[config.mk]
export PLATFORM = sky130hd
export DESIGN_NAME = arpct_timer
export DESIGN_NICKNAME = d
export VERILOG_FILES = /design/src/rtl/arpct_timer.v /design/src/rtl/arpct_edge_sync.v
export VERILOG_INCLUDE_DIRS = /design/src /design/src/rtl
export SDC_FILE = /design/constraint.sdc
export NUM_CORES = 1
export LEC_CHECK = 0
export BUFFER_PORTS_ARGS = -buffer_cell sky130_fd_sc_hd__buf_2
export CORE_MARGIN = 1.5
export CORE_UTILIZATION = 40
export DETAILED_ROUTE_END_ITERATION = 10
export HOLD_SLACK_MARGIN = 0.05
export PLACE_DENSITY = 0.71
export SLEW_MARGIN = 20
export SYNTH_ARGS = -nofsm -noshare
export SYNTH_HDL_FRONTEND = slang
export SYNTH_SLANG_ARGS = --single-unit
[constraint.sdc]
create_clock -name CLOCK_IN -period 5.2 [get_ports CLOCK_IN]
set_input_delay 0.26 -clock CLOCK_IN [delete_from_list [all_inputs] [get_ports CLOCK_IN]]
set_output_delay 0.26 -clock CLOCK_IN [all_outputs]
set_load 0.01 [all_outputs]
[src/rtl/arpct_defines.vh]
`ifndef ARPCT_DEFINES_VH
`define ARPCT_DEFINES_VH

// ==========================================================================
// register indices (byte address = 4 * index)
`define ARPCT_IDX_DUTY3   8'h73
`define ARPCT_IDX_DUTY2   8'h74
`define ARPCT_IDX_DUTY1   8'h75
`define ARPCT_IDX_DUTY0   8'h76
`define ARPCT_IDX_PCTL    8'h77
`define ARPCT_IDX_TCSR    8'h78
`define ARPCT_IDX_CNT     8'h79
`define ARPCT_IDX_RELOAD  8'h7A
`define ARPCT_IDX_CCSR    8'h7B
`define ARPCT_IDX_CAP1    8'h7C
`define ARPCT_IDX_CAP2    8'h7D

// ==========================================================================
// timer_control_status fields
`define ARPCT_TCSR_EXT    7
`define ARPCT_TCSR_TAP_H  6
`define ARPCT_TCSR_TAP_L  4
`define ARPCT_TCSR_RUN    3
`define ARPCT_TCSR_FRL    2
`define ARPCT_TCSR_WIE    1
`define ARPCT_TCSR_WRAP   0
// writable bits of timer_control_status
`define ARPCT_TCSR_WMASK  8'hFA

// ==========================================================================
// pulse_channel_control and capture_control_status fields
`define ARPCT_PCTL_OE_H   7
`define ARPCT_PCTL_OE_L   4
`define ARPCT_PCTL_POL_H  3
`define ARPCT_PCTL_POL_L  0
`define ARPCT_CCSR_EDGE_H 5
`define ARPCT_CCSR_EDGE_L 4
`define ARPCT_CCSR_IE_H   3
`define ARPCT_CCSR_IE_L   2

// ==========================================================================
// reset values, counter limits, bus answers
`define ARPCT_RST8        8'h00
`define ARPCT_CNT_TOP     8'hFF
`define ARPCT_RESP_OKAY   2'h0
`define ARPCT_RESP_SLVERR 2'h2

`endif

[src/rtl/arpct_timer.v]
// Decided for this implementation: the register offsets and the AXI4-Lite slave port.
`timescale 1ns/1ps
`default_nettype none
`include "arpct_defines.vh"

module arpct_timer (
    // clock, reset, enable
    input  wire        CLOCK_IN,
    input  wire        RESET_IN,
    input  wire        CE_IN,
    // system state and pins
    input  wire        HALT_IN,
    input  wire        EXT_CLK_IN,
    input  wire [1:0]  CAPTURE_INPUT_PIN_IN,
    output reg  [3:0]  PULSE_OUTPUT_PIN_OUT,
    output reg  [3:0]  PULSE_OUTPUT_OE_OUT,
    // interrupt requests
    output reg         WRAP_IRQ_OUT,
    output reg  [1:0]  CAPTURE_IRQ_OUT,
    output reg         WAKEUP_OUT,
    // axi4-lite write
    input  wire [11:0] AXI_AWADDR_IN,
    input  wire        AXI_AWVALID_IN,
    output reg         AXI_AWREADY_OUT,
    input  wire [31:0] AXI_WDATA_IN,
    input  wire [3:0]  AXI_WSTRB_IN,
    input  wire        AXI_WVALID_IN,
    output reg         AXI_WREADY_OUT,
    output reg  [1:0]  AXI_BRESP_OUT,
    output reg         AXI_BVALID_OUT,
    input  wire        AXI_BREADY_IN,
    // axi4-lite read
    input  wire [11:0] AXI_ARADDR_IN,
    input  wire        AXI_ARVALID_IN,
    output reg         AXI_ARREADY_OUT,
    output reg  [31:0] AXI_RDATA_OUT,
    output reg  [1:0]  AXI_RRESP_OUT,
    output reg         AXI_RVALID_OUT,
    input  wire        AXI_RREADY_IN
);

    // ======================================================================
    // functions
    function hit;
        input [11:0] addr;
        input [7:0]  idx;
        begin
            hit = (addr[11:10] == 2'h0) && (addr[9:2] == idx);
        end
    endfunction

    function mapped;
        input [11:0] addr;
        begin
            mapped = (addr[11:10] == 2'h0) && (addr[1:0] == 2'h0) &&
                     (addr[9:2] >= `ARPCT_IDX_DUTY3) && (addr[9:2] <= `ARPCT_IDX_CAP2);
        end
    endfunction

    // ======================================================================
    // state
    reg  [7:0] tcsr_q;
    reg        wrap_q;
    reg  [7:0] reload_q;
    reg  [7:0] pctl_q;
    reg  [5:2] ccsr_q;
    reg  [1:0] cflag_q;
    reg  [7:0] cap_q [0:1];
    reg  [7:0] duty_q [0:3];
    reg  [7:0] shadow_q [0:3];
    reg  [7:0] cnt_q;
    reg  [6:0] presc_q;
    reg  [7:0] rdata_d;
    reg        rd_ok_d;

    wire       ext_rise;
    wire [1:0] cap_rise;
    wire [1:0] cap_fall;
    wire [1:0] cap_edge;

    // ======================================================================
    // pin synchronisers
    arpct_edge_sync u_ext_sync (
        .clk  (CLOCK_IN),
        .rst  (RESET_IN),
        .ce   (CE_IN),
        .pin  (EXT_CLK_IN),
        .rise (ext_rise),
        .fall ()
    );

    genvar gi;
    generate
        for (gi = 0; gi < 2; gi = gi + 1) begin : g_cap_sync
            arpct_edge_sync u_cap_sync (
                .clk  (CLOCK_IN),
                .rst  (RESET_IN),
                .ce   (CE_IN),
                .pin  (CAPTURE_INPUT_PIN_IN[gi]),
                .rise (cap_rise[gi]),
                .fall (cap_fall[gi])
            );
            // edge select per channel
            assign cap_edge[gi] = ccsr_q[`ARPCT_CCSR_EDGE_L + gi] ?
                                  cap_rise[gi] : cap_fall[gi];
        end
    endgenerate

    // ======================================================================
    // bus handshake decode
    wire wr_take = AXI_AWREADY_OUT;
    wire rd_take = AXI_ARREADY_OUT;
    // cpu is stopped in halt, so writes there are dropped
    wire wr_en   = CE_IN & wr_take & ~HALT_IN & AXI_WSTRB_IN[0];
    wire rd_en   = CE_IN & rd_take;
    wire [7:0] wd = AXI_WDATA_IN[7:0];

    wire wr_cnt    = wr_en & hit(AXI_AWADDR_IN, `ARPCT_IDX_CNT);
    wire wr_tcsr   = wr_en & hit(AXI_AWADDR_IN, `ARPCT_IDX_TCSR);
    wire force_rl  = wr_tcsr & wd[`ARPCT_TCSR_FRL];
    wire rd_tcsr   = rd_en & hit(AXI_ARADDR_IN, `ARPCT_IDX_TCSR);
    wire [1:0] rd_cap;
    assign rd_cap[0] = rd_en & hit(AXI_ARADDR_IN, `ARPCT_IDX_CAP1);
    assign rd_cap[1] = rd_en & hit(AXI_ARADDR_IN, `ARPCT_IDX_CAP2);

    // ======================================================================
    // prescaler and counter tick
    wire       use_ext = tcsr_q[`ARPCT_TCSR_EXT];
    wire       in_tick = use_ext ? ext_rise : 1'b1;
    // cpu clock stops in halt; only the external source keeps counting
    wire       run     = CE_IN & tcsr_q[`ARPCT_TCSR_RUN] &
                         (~HALT_IN | use_ext);
    wire [6:0] tap     = ~(7'h7F << tcsr_q[`ARPCT_TCSR_TAP_H:`ARPCT_TCSR_TAP_L]);
    wire       cnt_tick = run & in_tick & ((presc_q & tap) == tap);
    wire       wrap_ev = cnt_tick & (cnt_q == `ARPCT_CNT_TOP) & ~wr_cnt & ~force_rl;

    always @(posedge CLOCK_IN or posedge RESET_IN) begin
        if (RESET_IN) begin
            presc_q <= 7'h00;
            cnt_q   <= `ARPCT_RST8;
        end else if (CE_IN) begin
            if (wr_cnt) begin
                cnt_q   <= wd;
                presc_q <= 7'h00;
            end else if (force_rl) begin
                cnt_q   <= reload_q;
                presc_q <= 7'h00;
            end else if (run & in_tick) begin
                presc_q <= presc_q + 7'h01;
                if (cnt_tick) begin
                    // reload leaves the prescaler alone, 256-reload counter ticks per wrap
                    cnt_q <= wrap_ev ? reload_q : cnt_q + 8'h01;
                end
            end
        end
    end

    // ======================================================================
    // control registers
    integer k, kw, kc, ko;
    always @(posedge CLOCK_IN or posedge RESET_IN) begin
        if (RESET_IN) begin
            tcsr_q   <= `ARPCT_RST8;
            reload_q <= `ARPCT_RST8;
            pctl_q   <= `ARPCT_RST8;
            ccsr_q   <= 4'h0;
            for (k = 0; k < 4; k = k + 1) begin
                duty_q[k] <= `ARPCT_RST8;
            end
        end else if (wr_en) begin
            if (wr_tcsr)
                tcsr_q <= wd & `ARPCT_TCSR_WMASK;
            if (hit(AXI_AWADDR_IN, `ARPCT_IDX_RELOAD))
                reload_q <= wd;
            if (hit(AXI_AWADDR_IN, `ARPCT_IDX_PCTL))
                pctl_q <= wd;
            if (hit(AXI_AWADDR_IN, `ARPCT_IDX_CCSR))
                ccsr_q <= wd[5:2];
            for (k = 0; k < 4; k = k + 1) begin
                if (hit(AXI_AWADDR_IN, `ARPCT_IDX_DUTY0 - k[7:0]))
                    duty_q[k] <= wd;
            end
        end
    end

    // ======================================================================
    // wrap flag, compare shadows
    always @(posedge CLOCK_IN or posedge RESET_IN) begin
        if (RESET_IN) begin
            wrap_q <= 1'b0;
            for (kw = 0; kw < 4; kw = kw + 1) begin
                shadow_q[kw] <= `ARPCT_RST8;
            end
        end else if (CE_IN) begin
            // set wins over a read that clears in the same cycle
            if (wrap_ev)
                wrap_q <= 1'b1;
            else if (rd_tcsr)
                wrap_q <= 1'b0;
            if (wrap_ev) begin
                for (kw = 0; kw < 4; kw = kw + 1) begin
                    shadow_q[kw] <= duty_q[kw];
                end
            end
        end
    end

    // ======================================================================
    // input capture
    always @(posedge CLOCK_IN or posedge RESET_IN) begin
        if (RESET_IN) begin
            cflag_q  <= 2'h0;
            cap_q[0] <= `ARPCT_RST8;
            cap_q[1] <= `ARPCT_RST8;
        end else if (CE_IN) begin
            for (kc = 0; kc < 2; kc = kc + 1) begin
                // a read clearing the flag lets a same-cycle edge through
                if (cap_edge[kc] & (~cflag_q[kc] | rd_cap[kc])) begin
                    cap_q[kc]   <= cnt_q;
                    cflag_q[kc] <= 1'b1;
                end else if (rd_cap[kc]) begin
                    cflag_q[kc] <= 1'b0;
                end
            end
        end
    end

    // ======================================================================
    // outputs
    always @(posedge CLOCK_IN or posedge RESET_IN) begin
        if (RESET_IN) begin
            PULSE_OUTPUT_PIN_OUT <= 4'h0;
            PULSE_OUTPUT_OE_OUT  <= 4'h0;
            WRAP_IRQ_OUT         <= 1'b0;
            CAPTURE_IRQ_OUT      <= 2'h0;
            WAKEUP_OUT           <= 1'b0;
        end else if (CE_IN) begin
            PULSE_OUTPUT_OE_OUT <= pctl_q[`ARPCT_PCTL_OE_H:`ARPCT_PCTL_OE_L];
            // pulse generation stops in halt, levels are held
            if (~HALT_IN) begin
                for (ko = 0; ko < 4; ko = ko + 1) begin
                    PULSE_OUTPUT_PIN_OUT[ko] <= pctl_q[`ARPCT_PCTL_OE_L + ko] &
                        ((cnt_q <= shadow_q[ko]) ^ pctl_q[`ARPCT_PCTL_POL_L + ko]);
                end
            end
            WRAP_IRQ_OUT    <= wrap_q & tcsr_q[`ARPCT_TCSR_WIE];
            CAPTURE_IRQ_OUT <= cflag_q & ccsr_q[`ARPCT_CCSR_IE_H:`ARPCT_CCSR_IE_L];
            WAKEUP_OUT      <= HALT_IN &
                ((wrap_q & tcsr_q[`ARPCT_TCSR_WIE]) |
                 (|(cflag_q & ccsr_q[`ARPCT_CCSR_IE_H:`ARPCT_CCSR_IE_L])));
        end
    end

    // ======================================================================
    // read mux
    always @* begin
        rdata_d = `ARPCT_RST8;
        rd_ok_d = mapped(AXI_ARADDR_IN);
        case (AXI_ARADDR_IN[9:2])
            `ARPCT_IDX_DUTY3:  rdata_d = duty_q[3];
            `ARPCT_IDX_DUTY2:  rdata_d = duty_q[2];
            `ARPCT_IDX_DUTY1:  rdata_d = duty_q[1];
            `ARPCT_IDX_DUTY0:  rdata_d = duty_q[0];
            `ARPCT_IDX_PCTL:   rdata_d = pctl_q;
            `ARPCT_IDX_TCSR:   rdata_d = {tcsr_q[7:1], wrap_q};
            `ARPCT_IDX_CNT:    rdata_d = cnt_q;
            `ARPCT_IDX_RELOAD: rdata_d = reload_q;
            `ARPCT_IDX_CCSR:   rdata_d = {2'h0, ccsr_q, cflag_q};
            `ARPCT_IDX_CAP1:   rdata_d = cap_q[0];
            `ARPCT_IDX_CAP2:   rdata_d = cap_q[1];
            default:           rdata_d = `ARPCT_RST8;
        endcase
        if (!rd_ok_d)
            rdata_d = `ARPCT_RST8;
    end

    // ======================================================================
    // axi4-lite slave: one write and one read in flight
    always @(posedge CLOCK_IN or posedge RESET_IN) begin
        if (RESET_IN) begin
            AXI_AWREADY_OUT <= 1'b0;
            AXI_WREADY_OUT  <= 1'b0;
            AXI_BVALID_OUT  <= 1'b0;
            AXI_BRESP_OUT   <= `ARPCT_RESP_OKAY;
            AXI_ARREADY_OUT <= 1'b0;
            AXI_RVALID_OUT  <= 1'b0;
            AXI_RRESP_OUT   <= `ARPCT_RESP_OKAY;
            AXI_RDATA_OUT   <= 32'h00000000;
        end else if (CE_IN) begin
            // address and data are taken together in one cycle
            AXI_AWREADY_OUT <= AXI_AWVALID_IN & AXI_WVALID_IN &
                               ~AXI_AWREADY_OUT & ~AXI_BVALID_OUT;
            AXI_WREADY_OUT  <= AXI_AWVALID_IN & AXI_WVALID_IN &
                               ~AXI_AWREADY_OUT & ~AXI_BVALID_OUT;
            if (wr_take) begin
                AXI_BVALID_OUT <= 1'b1;
                AXI_BRESP_OUT  <= mapped(AXI_AWADDR_IN) ? `ARPCT_RESP_OKAY : `ARPCT_RESP_SLVERR;
            end else if (AXI_BREADY_IN) begin
                AXI_BVALID_OUT <= 1'b0;
            end
            AXI_ARREADY_OUT <= AXI_ARVALID_IN & ~AXI_ARREADY_OUT & ~AXI_RVALID_OUT;
            if (rd_take) begin
                AXI_RVALID_OUT <= 1'b1;
                AXI_RDATA_OUT  <= {24'h000000, rdata_d};
                AXI_RRESP_OUT  <= rd_ok_d ? `ARPCT_RESP_OKAY : `ARPCT_RESP_SLVERR;
            end else if (AXI_RREADY_IN) begin
                AXI_RVALID_OUT <= 1'b0;
            end
        end
    end

endmodule // arpct_timer

`default_nettype wire

[src/rtl/arpct_edge_sync.v]
`timescale 1ns/1ps
`default_nettype none

// ==========================================================================
// two-flop synchroniser with edge detect on the synchronised level
module arpct_edge_sync (
    // clock and reset
    input  wire       clk,
    input  wire       rst,
    input  wire       ce,
    // pin and edges
    input  wire       pin,
    output wire       rise,
    output wire       fall
);
    reg meta_q;
    reg sync_q;
    reg last_q;

    always @(posedge clk or posedge rst) begin
        if (rst) begin
            meta_q <= 1'b0;
            sync_q <= 1'b0;
            last_q <= 1'b0;
        end else if (ce) begin
            meta_q <= pin;
            sync_q <= meta_q;
            last_q <= sync_q;
        end
    end

    // edges look only at the second and third stage
    assign rise = ce & sync_q & ~last_q;
    assign fall = ce & ~sync_q & last_q;

endmodule // arpct_edge_sync

`default_nettype wire

==> results of run 1 <==
[power groups by stage]
stage	combinational [mW]	clock, mW	sequential (mW)
2_1_floorplan	0.112	0	1.30
3_3_place_gp	0.155	0	1.30
3_5_place_dp	0.160	0	1.31
4_1_cts	0.162	1.34	1.28
5_1_grt	0.178	1.38	1.29
6_report	0.161	1.32	1.28
[per-layer routing]
layer | share of wire | global-route usage
met2 | 0.46 | 0.3243
met3 | 0.081 | 0.05184
met1 | 0.44 | 0.2870
met5 | 0 | 0
met4 | 0.019 | 0.06733
[state kept, by name, summed over array words and instances (netlist names), 4 cells and up]
| signal | cells |
|---|---|
| duty_q | 32 |
| shadow_q | 32 |
| cap_q | 16 |
| AXI_RDATA_OUT | 8 |
| cnt_q | 8 |
| pctl_q | 8 |
| reload_q | 8 |
| presc_q | 7 |
| tcsr_q | 6 |
| PULSE_OUTPUT_OE_OUT | 4 |
| PULSE_OUTPUT_PIN_OUT | 4 |
| ccsr_q | 4 |
[what timing repair did]
| item | 4_1_cts | 5_1_grt |
|---|---|---|
| hold buffers | 3 | 0 |
| gates resized for setup | 0 | 0 |
| buffers inserted | 0 | 0 |
| endpoints found under the hold margin | 3 | 0 |
[through the flow]
| step | setup WS, ns | area (µm²) | util | hold slack (ns) | total power, mW |
|---|---|---|---|---|---|
| CTS | 2.006 | 9605 | 0.4687 | 0.05415 | 2.783 |
| global placement | 2.021 | 8944 | 0.4364 | 0.4617 | 1.459 |
| detailed placement | 1.929 | 8952 | 0.4368 | 0.4648 | 1.466 |
| global route | 1.736 | 9608 | 0.4688 | 0.05037 | 2.849 |
| finish | 1.917 | 9608 | 0.4688 | -0.04509 | 2.761 |
| floorplan | 0.6484 | 8534 | - | 0.3905 | 1.415 |
[worst paths after layout]
kind                            cells after the start                    start  slack [ns]                         endpoint
worst min register to register                      2         AXI_RDATA_OUT[1]        0.47                 AXI_RDATA_OUT[1]
worst min-delay path                                2                 RESET_IN       -0.05                     shadow_q[19]
max in group asynchronous                           3                 RESET_IN        4.19                         cap_q[9]
min in group CLOCK_IN                               2  CAPTURE_INPUT_PIN_IN[1]        0.07  g_cap_sync[1].u_cap_sync.meta_q
worst max register to register                      7                 cnt_q[1]        1.92                     shadow_q[16]
worst max-delay path                                7                 cnt_q[1]        1.92                     shadow_q[16]
[cell families after synthesis]
| group | after synthesis | synth area share |
|---|---|---|
| multiplexers | 105 | 0.1433 |
| XOR/XNOR | 12 | 0.01245 |
| buffers and inverters | 104 | 0.06003 |
| adder cells (fa/ha/maj) | 34 | 0.05040 |
| AND/OR/NAND/NOR | 201 | 0.1239 |
| flip-flops | 159 | 0.4714 |
| other | 1 | 0.0004443 |
| AO/OA/AOI/OAI | 179 | 0.1380 |
[Yosys cell counts (all sizes together) (8+ instances only)]
cell    number
o21ai       68
a22oi       19
xor2        10
inv         46
a21oi       23
a21o        11
dfrtp      159
nand2       80
o22ai       12
mux2        97
clkbuf      15
nor2        36
a22o         8
nand3       20
nor3        11
buf         43
ha          34
[layout make-up]
type                    instances  area, µm²
fillers                      1883      10890
repair buffers                 78      415.4
multi-input cells             557       4073
clock buffers                  21      470.5
well taps                     270      337.8
inverters                      46      180.2
flip-flops and latches        159       3979
clock inverters                11      152.6
==> flow_metrics.py, run 1 <==
metrics = {
    "run_status": {
        "status": "finished with violations",
        "violations": "hold timing",
    },
    "floorplanning": {
        "core_um2": 20490,
        "num_io_pins": 125,
        "start_util": 0.4118,
        "die_area_um2": 21980,
        "num_rows": 52,
        "die_h_um": 148.3,
        "die_w_um": 148.3,
    },
    "layout": {
        "nets": 965,
        "antennaDiodeCount": 0,
        "area_growth_pct": 13.83,
        "final_common_cell": "dfrtp_1",
        "final_cell_mix": "dfrtp_1, mux2_2, nand2_1, buf_2, o21ai_0",
        "instances_no_fill": 1142,
        "drive_above_1_share": 0.2546,
    },
    "critical_path": {
        "cp_max_fo": 62,
        "end_kind": "flop",
        "crit_chain": "ha_1 -> nand3_1 -> nor3_1 -> nand2_1 -> nor4bb_4 -> buf_4 -> mux2_2",
        "crit_family": "simple AND/OR/NAND/NOR gates",
        "start_kind": "flop",
        "critPathMaxStageDelay_ns": 0.81,
        "critical_path_class": "reg -> reg",
        "required_ns": 5.52,
        "worst-path-buf-inv": 1,
        "worstPathArrival_ns": 3.60,
        "slowest_stage": "dfrtp_1",
    },
    "timing": {
        "max_clock_freq_mhz": 304.6,
        "slew_viol_final": 0,
        "finalCritPeriodShare": 0.6313,
        "min_period_ns": 3.283,
        "holdWs_ns": -0.04509,
        "setup_violations": 0,
        "finalHoldViolations": 34,
        "rsz0062_at_grt": "false",
        "finClkSkew_ns": 0.008561,
        "relSlewSlack": 0.3122,
        "finalSetupTns_ns": 0,
        "worst_slew_pin_slew_ns": 1.024,
    },
    "power": {
        "p_clk_frac": 0.477,
        "p_int_mw": 2.115,
        "comb_power_share": 0.058,
        "p_per_area_nw_per_um2": 287.4,
        "seqPwrFrac": 0.465,
        "switching_share": 0.2340,
        "ir_drop_v": 0.0001995,
        "switchingPower_uw": 646.1,
        "leakage_nw": 4.696,
    },
    "place": {
        "io_buffers": 71,
        "dp.cells": 1107,
        "place_congestion": 0.9354,
        "hpwl_mm": 14.94,
    },
    "job": {
        "drv_cap": 0,
    },
    "global_route": {
        "grt_pass1_vias": 6236,
        "grt_max_degree": 116,
        "grt_use_total": 0.2088,
        "grt_antenna_before_repair": 0,
        "grt_overflow": 0,
        "grt_pass1_wl_mm": 34.69,
    },
    "cts": {
        "cts.path.max_buffers": 2,
        "cts_sinks": 159,
        "cts_buffers": 17,
        "clk_pin_slew_ns": 0.06,
        "tritoncts": "yes",
        "htreeDepth": 4,
        "clockRootBuffer": "clkbuf_16",
        "clk_latency_ns": 0.43,
    },
    "synth": {
        "syn_inst": 795,
        "ys_ff_latch": 159,
        "synth.area.top_cells": "dfrtp_1, mux2_2, ha_1",
        "synthArstFlopShare": 1.000,
        "syn_avg_cell_area_um2": 10.62,
        "synth_area_um2": 8441,
        "synth.top_cell.area_share": 0.4714,
        "yosys_warnings": 0,
        "synth_area_leader_cell": "dfrtp_1",
        "synthFlopType": "dfrtp_1",
        "synth.distinct_cells": 64,
        "synth_edf_count": 0,
        "seq_area_frac_synth": 0.4714,
    },
    "hold_path": {
        "hold_path.class": "in -> async",
    },
    "drt": {
        "drt-initial-drc-count": 614,
        "vias": 6441,
        "firstDrtPassIters": 6,
        "wirelength_mm": 21.87,
        "ant_nets": 0,
        "route.detailed.drc": 0,
        "via_per_inst": 5.640,
        "drt-wirelength-per-cell_um": 19.15,
    },
}
Power figures use the tool's default switching activity.
==> inputs of run 2 (changes only) <==
--- a/config.mk
+++ b/config.mk
@@ -6,6 +6,7 @@
 export SDC_FILE = /design/constraint.sdc
 export NUM_CORES = 1
 export LEC_CHECK = 0
+export ABC_AREA = 1
 export BUFFER_PORTS_ARGS = -buffer_cell sky130_fd_sc_hd__buf_2
 export CORE_MARGIN = 1.5
 export CORE_UTILIZATION = 40
==> constraint.sdc (replaced) <==
create_clock -name CLOCK_IN -period 3.28 [get_ports CLOCK_IN]
set_input_delay 0.164 -clock CLOCK_IN [delete_from_list [all_inputs] [get_ports CLOCK_IN]]
set_output_delay 0.164 -clock CLOCK_IN [all_outputs]
set_load 0.01 [all_outputs]
==> run 2 against run 1 <==
Compared with the run above: total power increased by 58%; critical path type unchanged; combinational power increased by 100%; first-iteration DRC count increased by 3.6%; sequential share of layout area decreased by 0.46 points; synthesized cell count increased by 29%; clock skew increased by 0.0034 ns; the run now ends clean; sequential cell count unchanged; utilization decreased by 0.37 points; area after synthesis increased by 0.40%; setup slack got worse by 0.92 ns; sequential power increased by 61%; cell count increased by 22%.
==> flow_metrics.py, run 2 <==
metrics = {
    "layout": {
        "largestRegisters": "duty_q (32), shadow_q (32), cap_q (16)",
        "drive_above_1_share": 0.1355,
        "fill_cells": 2035,
        "antennaDiodeCount": 0,
        "nets": 1215,
        "final_cell_mix": "nand2_1, dfrtp_1, o21ai_0, inv_1, buf_2",
        "final_area_um2": 9716,
        "area_growth_pct": 14.65,
        "final_common_cell": "nand2_1",
    },
    "drt": {
        "ant_nets": 0,
        "drt-wirelength-per-cell_um": 16.35,
        "vias": 7302,
        "firstDrtPassIters": 5,
        "via_per_inst": 5.227,
        "highest_layer": "met4",
        "wirelength_mm": 22.84,
        "drt-met1-wl_mm": 9.646,
        "route.detailed.drc": 0,
        "dr_wl_met2_mm": 10.44,
        "drt-initial-drc-count": 636,
        "dr_wl_met3_mm": 1.474,
    },
    "timing": {
        "finalCritPeriodShare": 0.6957,
        "slew_viol_final": 0,
        "finalSetupTns_ns": 0,
        "finClkSkew_ns": 0.01199,
        "finalHoldViolations": 0,
        "holdWs_ns": 0.06747,
        "fin_ws_ns": 0.9980,
        "relSlewSlack": 0.5016,
        "setup_violations": 0,
        "rsz0062_at_grt": "false",
        "max_clock_freq_mhz": 438.2,
        "min_period_ns": 2.282,
        "worst_slew_pin_slew_ns": 0.7453,
    },
    "cts": {
        "tritoncts": "yes",
        "cts_buffers": 17,
        "clk_latency_ns": 0.44,
        "htreeDepth": 4,
        "cts_resized": 0,
        "ctsHoldBuffers": 11,
        "cts.path.max_buffers": 2,
        "cts_sinks": 159,
        "cts_setup_buffers": 0,
        "clk_pin_slew_ns": 0.07,
        "clockRootBuffer": "clkbuf_16",
    },
    "synth": {
        "syn_inst": 1029,
        "synthFlopType": "dfrtp_1",
        "synth_area_um2": 8474,
        "synth_edf_count": 0,
        "yosysMostFrequentCell": "nand2_1",
        "yosys_warnings": 0,
        "ys_ff_latch": 159,
        "synthArstFlopShare": 1.000,
        "synth.distinct_cells": 44,
        "synth.area.top_cells": "dfrtp_1, nand2_1, o21ai_0",
        "synth_area_leader_cell": "dfrtp_1",
        "synth.cells.most_frequent": "nand2_1, dfrtp_1, o21ai_0",
        "seq_area_frac_synth": 0.4695,
        "syn_avg_cell_area_um2": 8.236,
        "synth.top_cell.area_share": 0.4695,
    },
    "floorplanning": {
        "start_util": 0.4057,
        "die_w_um": 148.6,
        "core_um2": 20890,
        "num_io_pins": 125,
        "die_h_um": 148.6,
        "num_rows": 53,
        "die_area_um2": 22070,
    },
    "critical_path": {
        "ff2ff_path_depth": 7,
        "end_kind": "flop",
        "critPathMaxStageDelay_ns": 0.47,
        "r2r_start": "AXI_WREADY_OUT",
        "crit_chain": "nand2_1 -> nor2_1 -> nand4_2 -> nand2_4 -> nor2_4 -> nand2_8 -> mux2_2",
        "slowest_stage": "dfrtp_1",
        "start_kind": "flop",
        "cp_max_fo": 62,
        "timing.rr.end": "shadow_q[30]",
        "critical_path_class": "reg -> reg",
        "required_ns": 3.60,
        "reg2reg_slack_ns": 1.0,
        "worstPathArrival_ns": 2.60,
    },
    "place": {
        "pre_cts_slack_ns": 1.031,
        "dpl_cell_area_um2": 9020,
        "hpwl_mm": 16.01,
        "place_congestion": 0.9252,
        "io_buffers": 71,
    },
    "global_route": {
        "grt_pass1_wl_mm": 35.91,
        "grt_pass1_vias": 6750,
        "grt_use_total": 0.2161,
        "grt_max_degree": 63,
        "grt_antenna_before_repair": 0,
        "grt_overflow": 0,
    },
    "power": {
        "ir_drop_v": 0.0003829,
        "comb_power_share": 0.074,
        "switching_share": 0.2642,
        "leakage_nw": 4.751,
        "p_int_mw": 3.205,
        "switchingPower_mw": 1.151,
        "p_clk_frac": 0.453,
        "p_per_area_nw_per_um2": 448.4,
        "seqPwrFrac": 0.473,
    },
    "hold_path": {
        "holdPathEnd": "AXI_WREADY_OUT",
        "min_from": "AXI_WVALID_IN",
        "hold_path.class": "in -> reg",
        "whs_path_depth": 3,
    },
    "job": {
        "drv_cap": 0,
    },
    "run_status": {
        "status": "completed",
    },
}
[run 2: changes by cell type after synthesis, sizes merged, moves of 11 or more]
cell / previous run / this run
nand4: 5 / 27
a21o: 11 / 0
a22oi: 19 / 0
a21oi: 23 / 38
nand3: 20 / 71
nand2: 80 / 269
inv: 46 / 121
o21ai: 68 / 130
mux2: 97 / 17
nor2: 36 / 66
[run 2: metal layers]
metal | track usage | vias up
met5 | 0 | -
met1 | 0.2767 | 3428
li1 | - | 3490
met2 | 0.3419 | 306
met3 | 0.04448 | 78
met4 | 0.1208 | 0
[run 2: cells by family after synthesis]
kind of cell	count (synthesis)	share of synthesized area
fa+ha+maj	34	0.05020
compound gates	190	0.1180
mux	17	0.02658
flops	159	0.4695
other cells	1	0.0004425
xor+xnor	8	0.008268
simple gates	443	0.2321
buf+inv	177	0.09494
[run 2: area by class of cell]
cell class,count,area [µm²],share of cell area
Clock buffer,18,439.2,0.04520
Clock inverter,14,146.4,0.01507
Inverter,122,464.2,0.04778
Multi-Input combinational cell,718,3785,0.3896
Sequential cell,159,3979,0.4095
Tap cell,275,344.1,0.03542
Timing Repair Buffer,91,558.0,0.05744
[run 2: worst max-delay path, delay by kind of cell, from the launching register on]
family | cells | cell delay, ns
flops | 1 | 0.47
mux | 1 | 0.39
simple gates | 6 | 1.26
[run 2: per-stage QoR]
| step | total power [mW] | std cells | util |
|---|---|---|---|
| 6_report | 4.356 | 1397 | 0.4651 |
| 5_1_grt | 4.515 | 1397 | 0.4651 |
| 4_1_cts | 4.384 | 1397 | 0.4651 |
| 3_5_place_dp | 2.413 | 1354 | 0.4318 |
| 3_3_place_gp | 2.408 | 1354 | 0.4318 |
| 2_1_floorplan | 2.306 | 1054 | - |
[run 2: power by group through the flow]
stage	Clock (mW)	Combinational (mW)	Sequential, mW
4_1_cts	2.00	0.328	2.06
5_1_grt	2.08	0.369	2.07
2_1_floorplan	0	0.209	2.10
3_3_place_gp	0	0.313	2.09
6_report	1.97	0.324	2.06
3_5_place_dp	0	0.319	2.09
[run 2: worst max-delay path by stage]
stage,startpoint,endpoint,slack (ns)
detailed placement,HALT_IN,shadow_q[30],1.03
finish,AXI_WREADY_OUT,shadow_q[30],1.0
CTS,AXI_WREADY_OUT,shadow_q[30],1.04
global placement,HALT_IN,shadow_q[30],1.06
floorplan,RESET_IN,AXI_ARREADY_OUT,1.10
global route,AXI_WREADY_OUT,shadow_q[30],0.86
==> inputs of run 3 (changes only) <==
==> constraint.sdc (replaced) <==
create_clock -name CLOCK_IN -period 2.3 [get_ports CLOCK_IN]
set_input_delay 0.115 -clock CLOCK_IN [delete_from_list [all_inputs] [get_ports CLOCK_IN]]
set_output_delay 0.115 -clock CLOCK_IN [all_outputs]
set_load 0.01 [all_outputs]
==> run 3 against run 2 <==
Compared with the run above: cell count increased by 1.8%; critical path depth up 5; clock power grew 43%; via count is 1.3% higher; sequential power rose by 43%; wire length increased by 1.2%; utilization grew 1.2 points; clock-buffer cell count decreased by 1; cell area increased by 2.5%; global-route usage increased by 0.28 points; worst hold slack improved by 0.0017 ns; highest routed layer unchanged.
==> flow_metrics.py, run 3 (synthesized netlist as in run 2, its figures left out) <==
metrics = {
    "power": {
        "p_per_area_nw_per_um2": 629.4,
        "ir_drop_v": 0.0005375,
        "total_power_mw": 6.266,
        "leakage_nw": 4.875,
    },
    "drt": {
        "drt-wirelength-per-cell_um": 16.25,
        "firstDrtPassIters": 5,
        "drt-initial-drc-count": 655,
        "wirelength_mm": 23.11,
        "ant_nets": 0,
        "via_per_inst": 5.200,
        "vias": 7394,
        "route.detailed.drc": 0,
    },
    "critical_path": {
        "start_kind": "input pin",
        "crit_chain": "buf_2 -> dlygate4sd3_1 -> nand2_1 -> o21ai_1 -> nand2_2 -> nor2_1 -> nand2_1 -> inv_2 -> nand2_8 -> buf_4 -> nand2_1 -> o21ai_0",
        "critPathMaxStageDelay_ns": 0.66,
        "critical_path_class": "in -> reg",
        "cp_common_cell": "nand2_1",
        "end_kind": "flop",
        "required_ns": 2.62,
        "cp_max_fo": 50,
        "slowest_stage": "dlygate4sd3_1",
        "worstPathArrival_ns": 2.37,
    },
    "floorplanning": {
        "die_area_um2": 22070,
        "die_h_um": 148.6,
        "start_util": 0.4057,
        "die_w_um": 148.6,
        "num_rows": 53,
        "core_um2": 20890,
        "num_io_pins": 125,
    },
    "cts": {
        "tritoncts": "yes",
        "htreeDepth": 4,
        "clockRootBuffer": "clkbuf_16",
        "clk_pin_slew_ns": 0.07,
        "cts_buffers": 17,
        "cts.path.max_buffers": 2,
        "cts_setup_buffers": 0,
        "clk_latency_ns": 0.44,
        "cts_sinks": 159,
    },
    "global_route": {
        "grt_overflow": 0,
        "grt_pass1_vias": 6912,
        "grt_max_degree": 65,
        "busiest_layer": "met2",
        "gr-usage-met1": 0.2804,
        "grt_use_total": 0.2189,
        "use_met2": 0.3570,
        "met3_usage": 0.04294,
        "grt_pass1_wl_mm": 37.00,
        "grt_antenna_before_repair": 0,
    },
    "timing": {
        "rsz0062_at_grt": "false",
        "finalCritPeriodShare": 0.8922,
        "finalHoldViolations": 0,
        "setup_violations": 0,
        "max_clock_freq_mhz": 487.3,
        "relSlewSlack": 0.6114,
        "finalSetupTns_ns": 0,
        "worst_slew_pin_slew_ns": 0.5822,
        "slew_viol_final": 0,
        "min_period_ns": 2.052,
        "finClkSkew_ns": 0.01212,
        "holdWs_ns": 0.06918,
        "fin_ws_ns": 0.2480,
    },
    "place": {
        "dpl_cell_area_um2": 9195,
        "dp.cells": 1374,
        "pre_cts_slack_ns": 0.3119,
        "io_buffers": 71,
        "place_congestion": 0.9236,
        "hpwl_mm": 16.38,
    },
    "job": {
        "drv_cap": 0,
    },
    "layout": {
        "area_growth_pct": 17.48,
        "instances_no_fill": 1422,
        "antennaDiodeCount": 0,
        "drive_above_1_share": 0.1526,
        "final_common_cell": "nand2_1",
        "final_core_util": 0.4766,
        "final_cell_mix": "nand2_1, dfrtp_1, o21ai_0, inv_1, buf_2",
        "nets": 1240,
        "largestRegisters": "duty_q (32), shadow_q (32), cap_q (16)",
        "final_area_um2": 9956,
        "fill_cells": 2017,
    },
    "run_status": {
        "status": "completed",
    },
    "hold_path": {
        "hold_path.class": "in -> reg",
    },
}
## run 3: report_power, final
group          internal, mW  switching (mW)  total [mW]
Combinational         0.176           0.331       0.507
Sequential             2.87          0.0659        2.94
Clock                  1.46            1.36        2.82
## run 3: repair_timing
action                     CTS  global route
hold endpoints to repair    31             0
setup endpoints to repair    0             8
gates resized for setup      0             3
hold buffers                16             0
## run 3: worst paths after layout
path / slack [ns] / to / cells after the start / start
hold / removal: 0.07 / cflag_q[1] / 5 / AXI_ARADDR_IN[11]
setup / recovery: 0.25 / shadow_q[4] / 12 / CE_IN
max in group asynchronous: 1.26 / AXI_WREADY_OUT / 4 / RESET_IN
hold reg to reg: 0.47 / g_cap_sync[0].u_cap_sync.meta_q / 2 / g_cap_sync[0].u_cap_sync.meta_q
min in group asynchronous: 0.29 / duty_q[18] / 3 / RESET_IN
setup reg to reg: 0.26 / shadow_q[4] / 9 / cnt_q[0]
## run 3: cell type report
cell class	instances	area, µm²	share of cell area
tap	275	344.1	0.03456
sequential	159	3980	0.3998
clock inverter	15	166.4	0.01671
timing repair buffer	116	783.3	0.07867
multi-input combinational	718	3792	0.3809
clock buffer	17	425.4	0.04273
inverter	122	464.2	0.04663
## run 3: worst max-delay path: cells and delay by family
family          cells  cell delay [ns]
compound gates      2             0.23
buf+inv             4             1.25
simple gates        6             0.73
## run 3: routing by layer
layer | vias to the layer above | part of all wire
met4 | 0 | 0.042
met2 | 305 | 0.47
met5 | - | 0
met1 | 3462 | 0.42
li1 | 3561 | -
met3 | 66 | 0.068
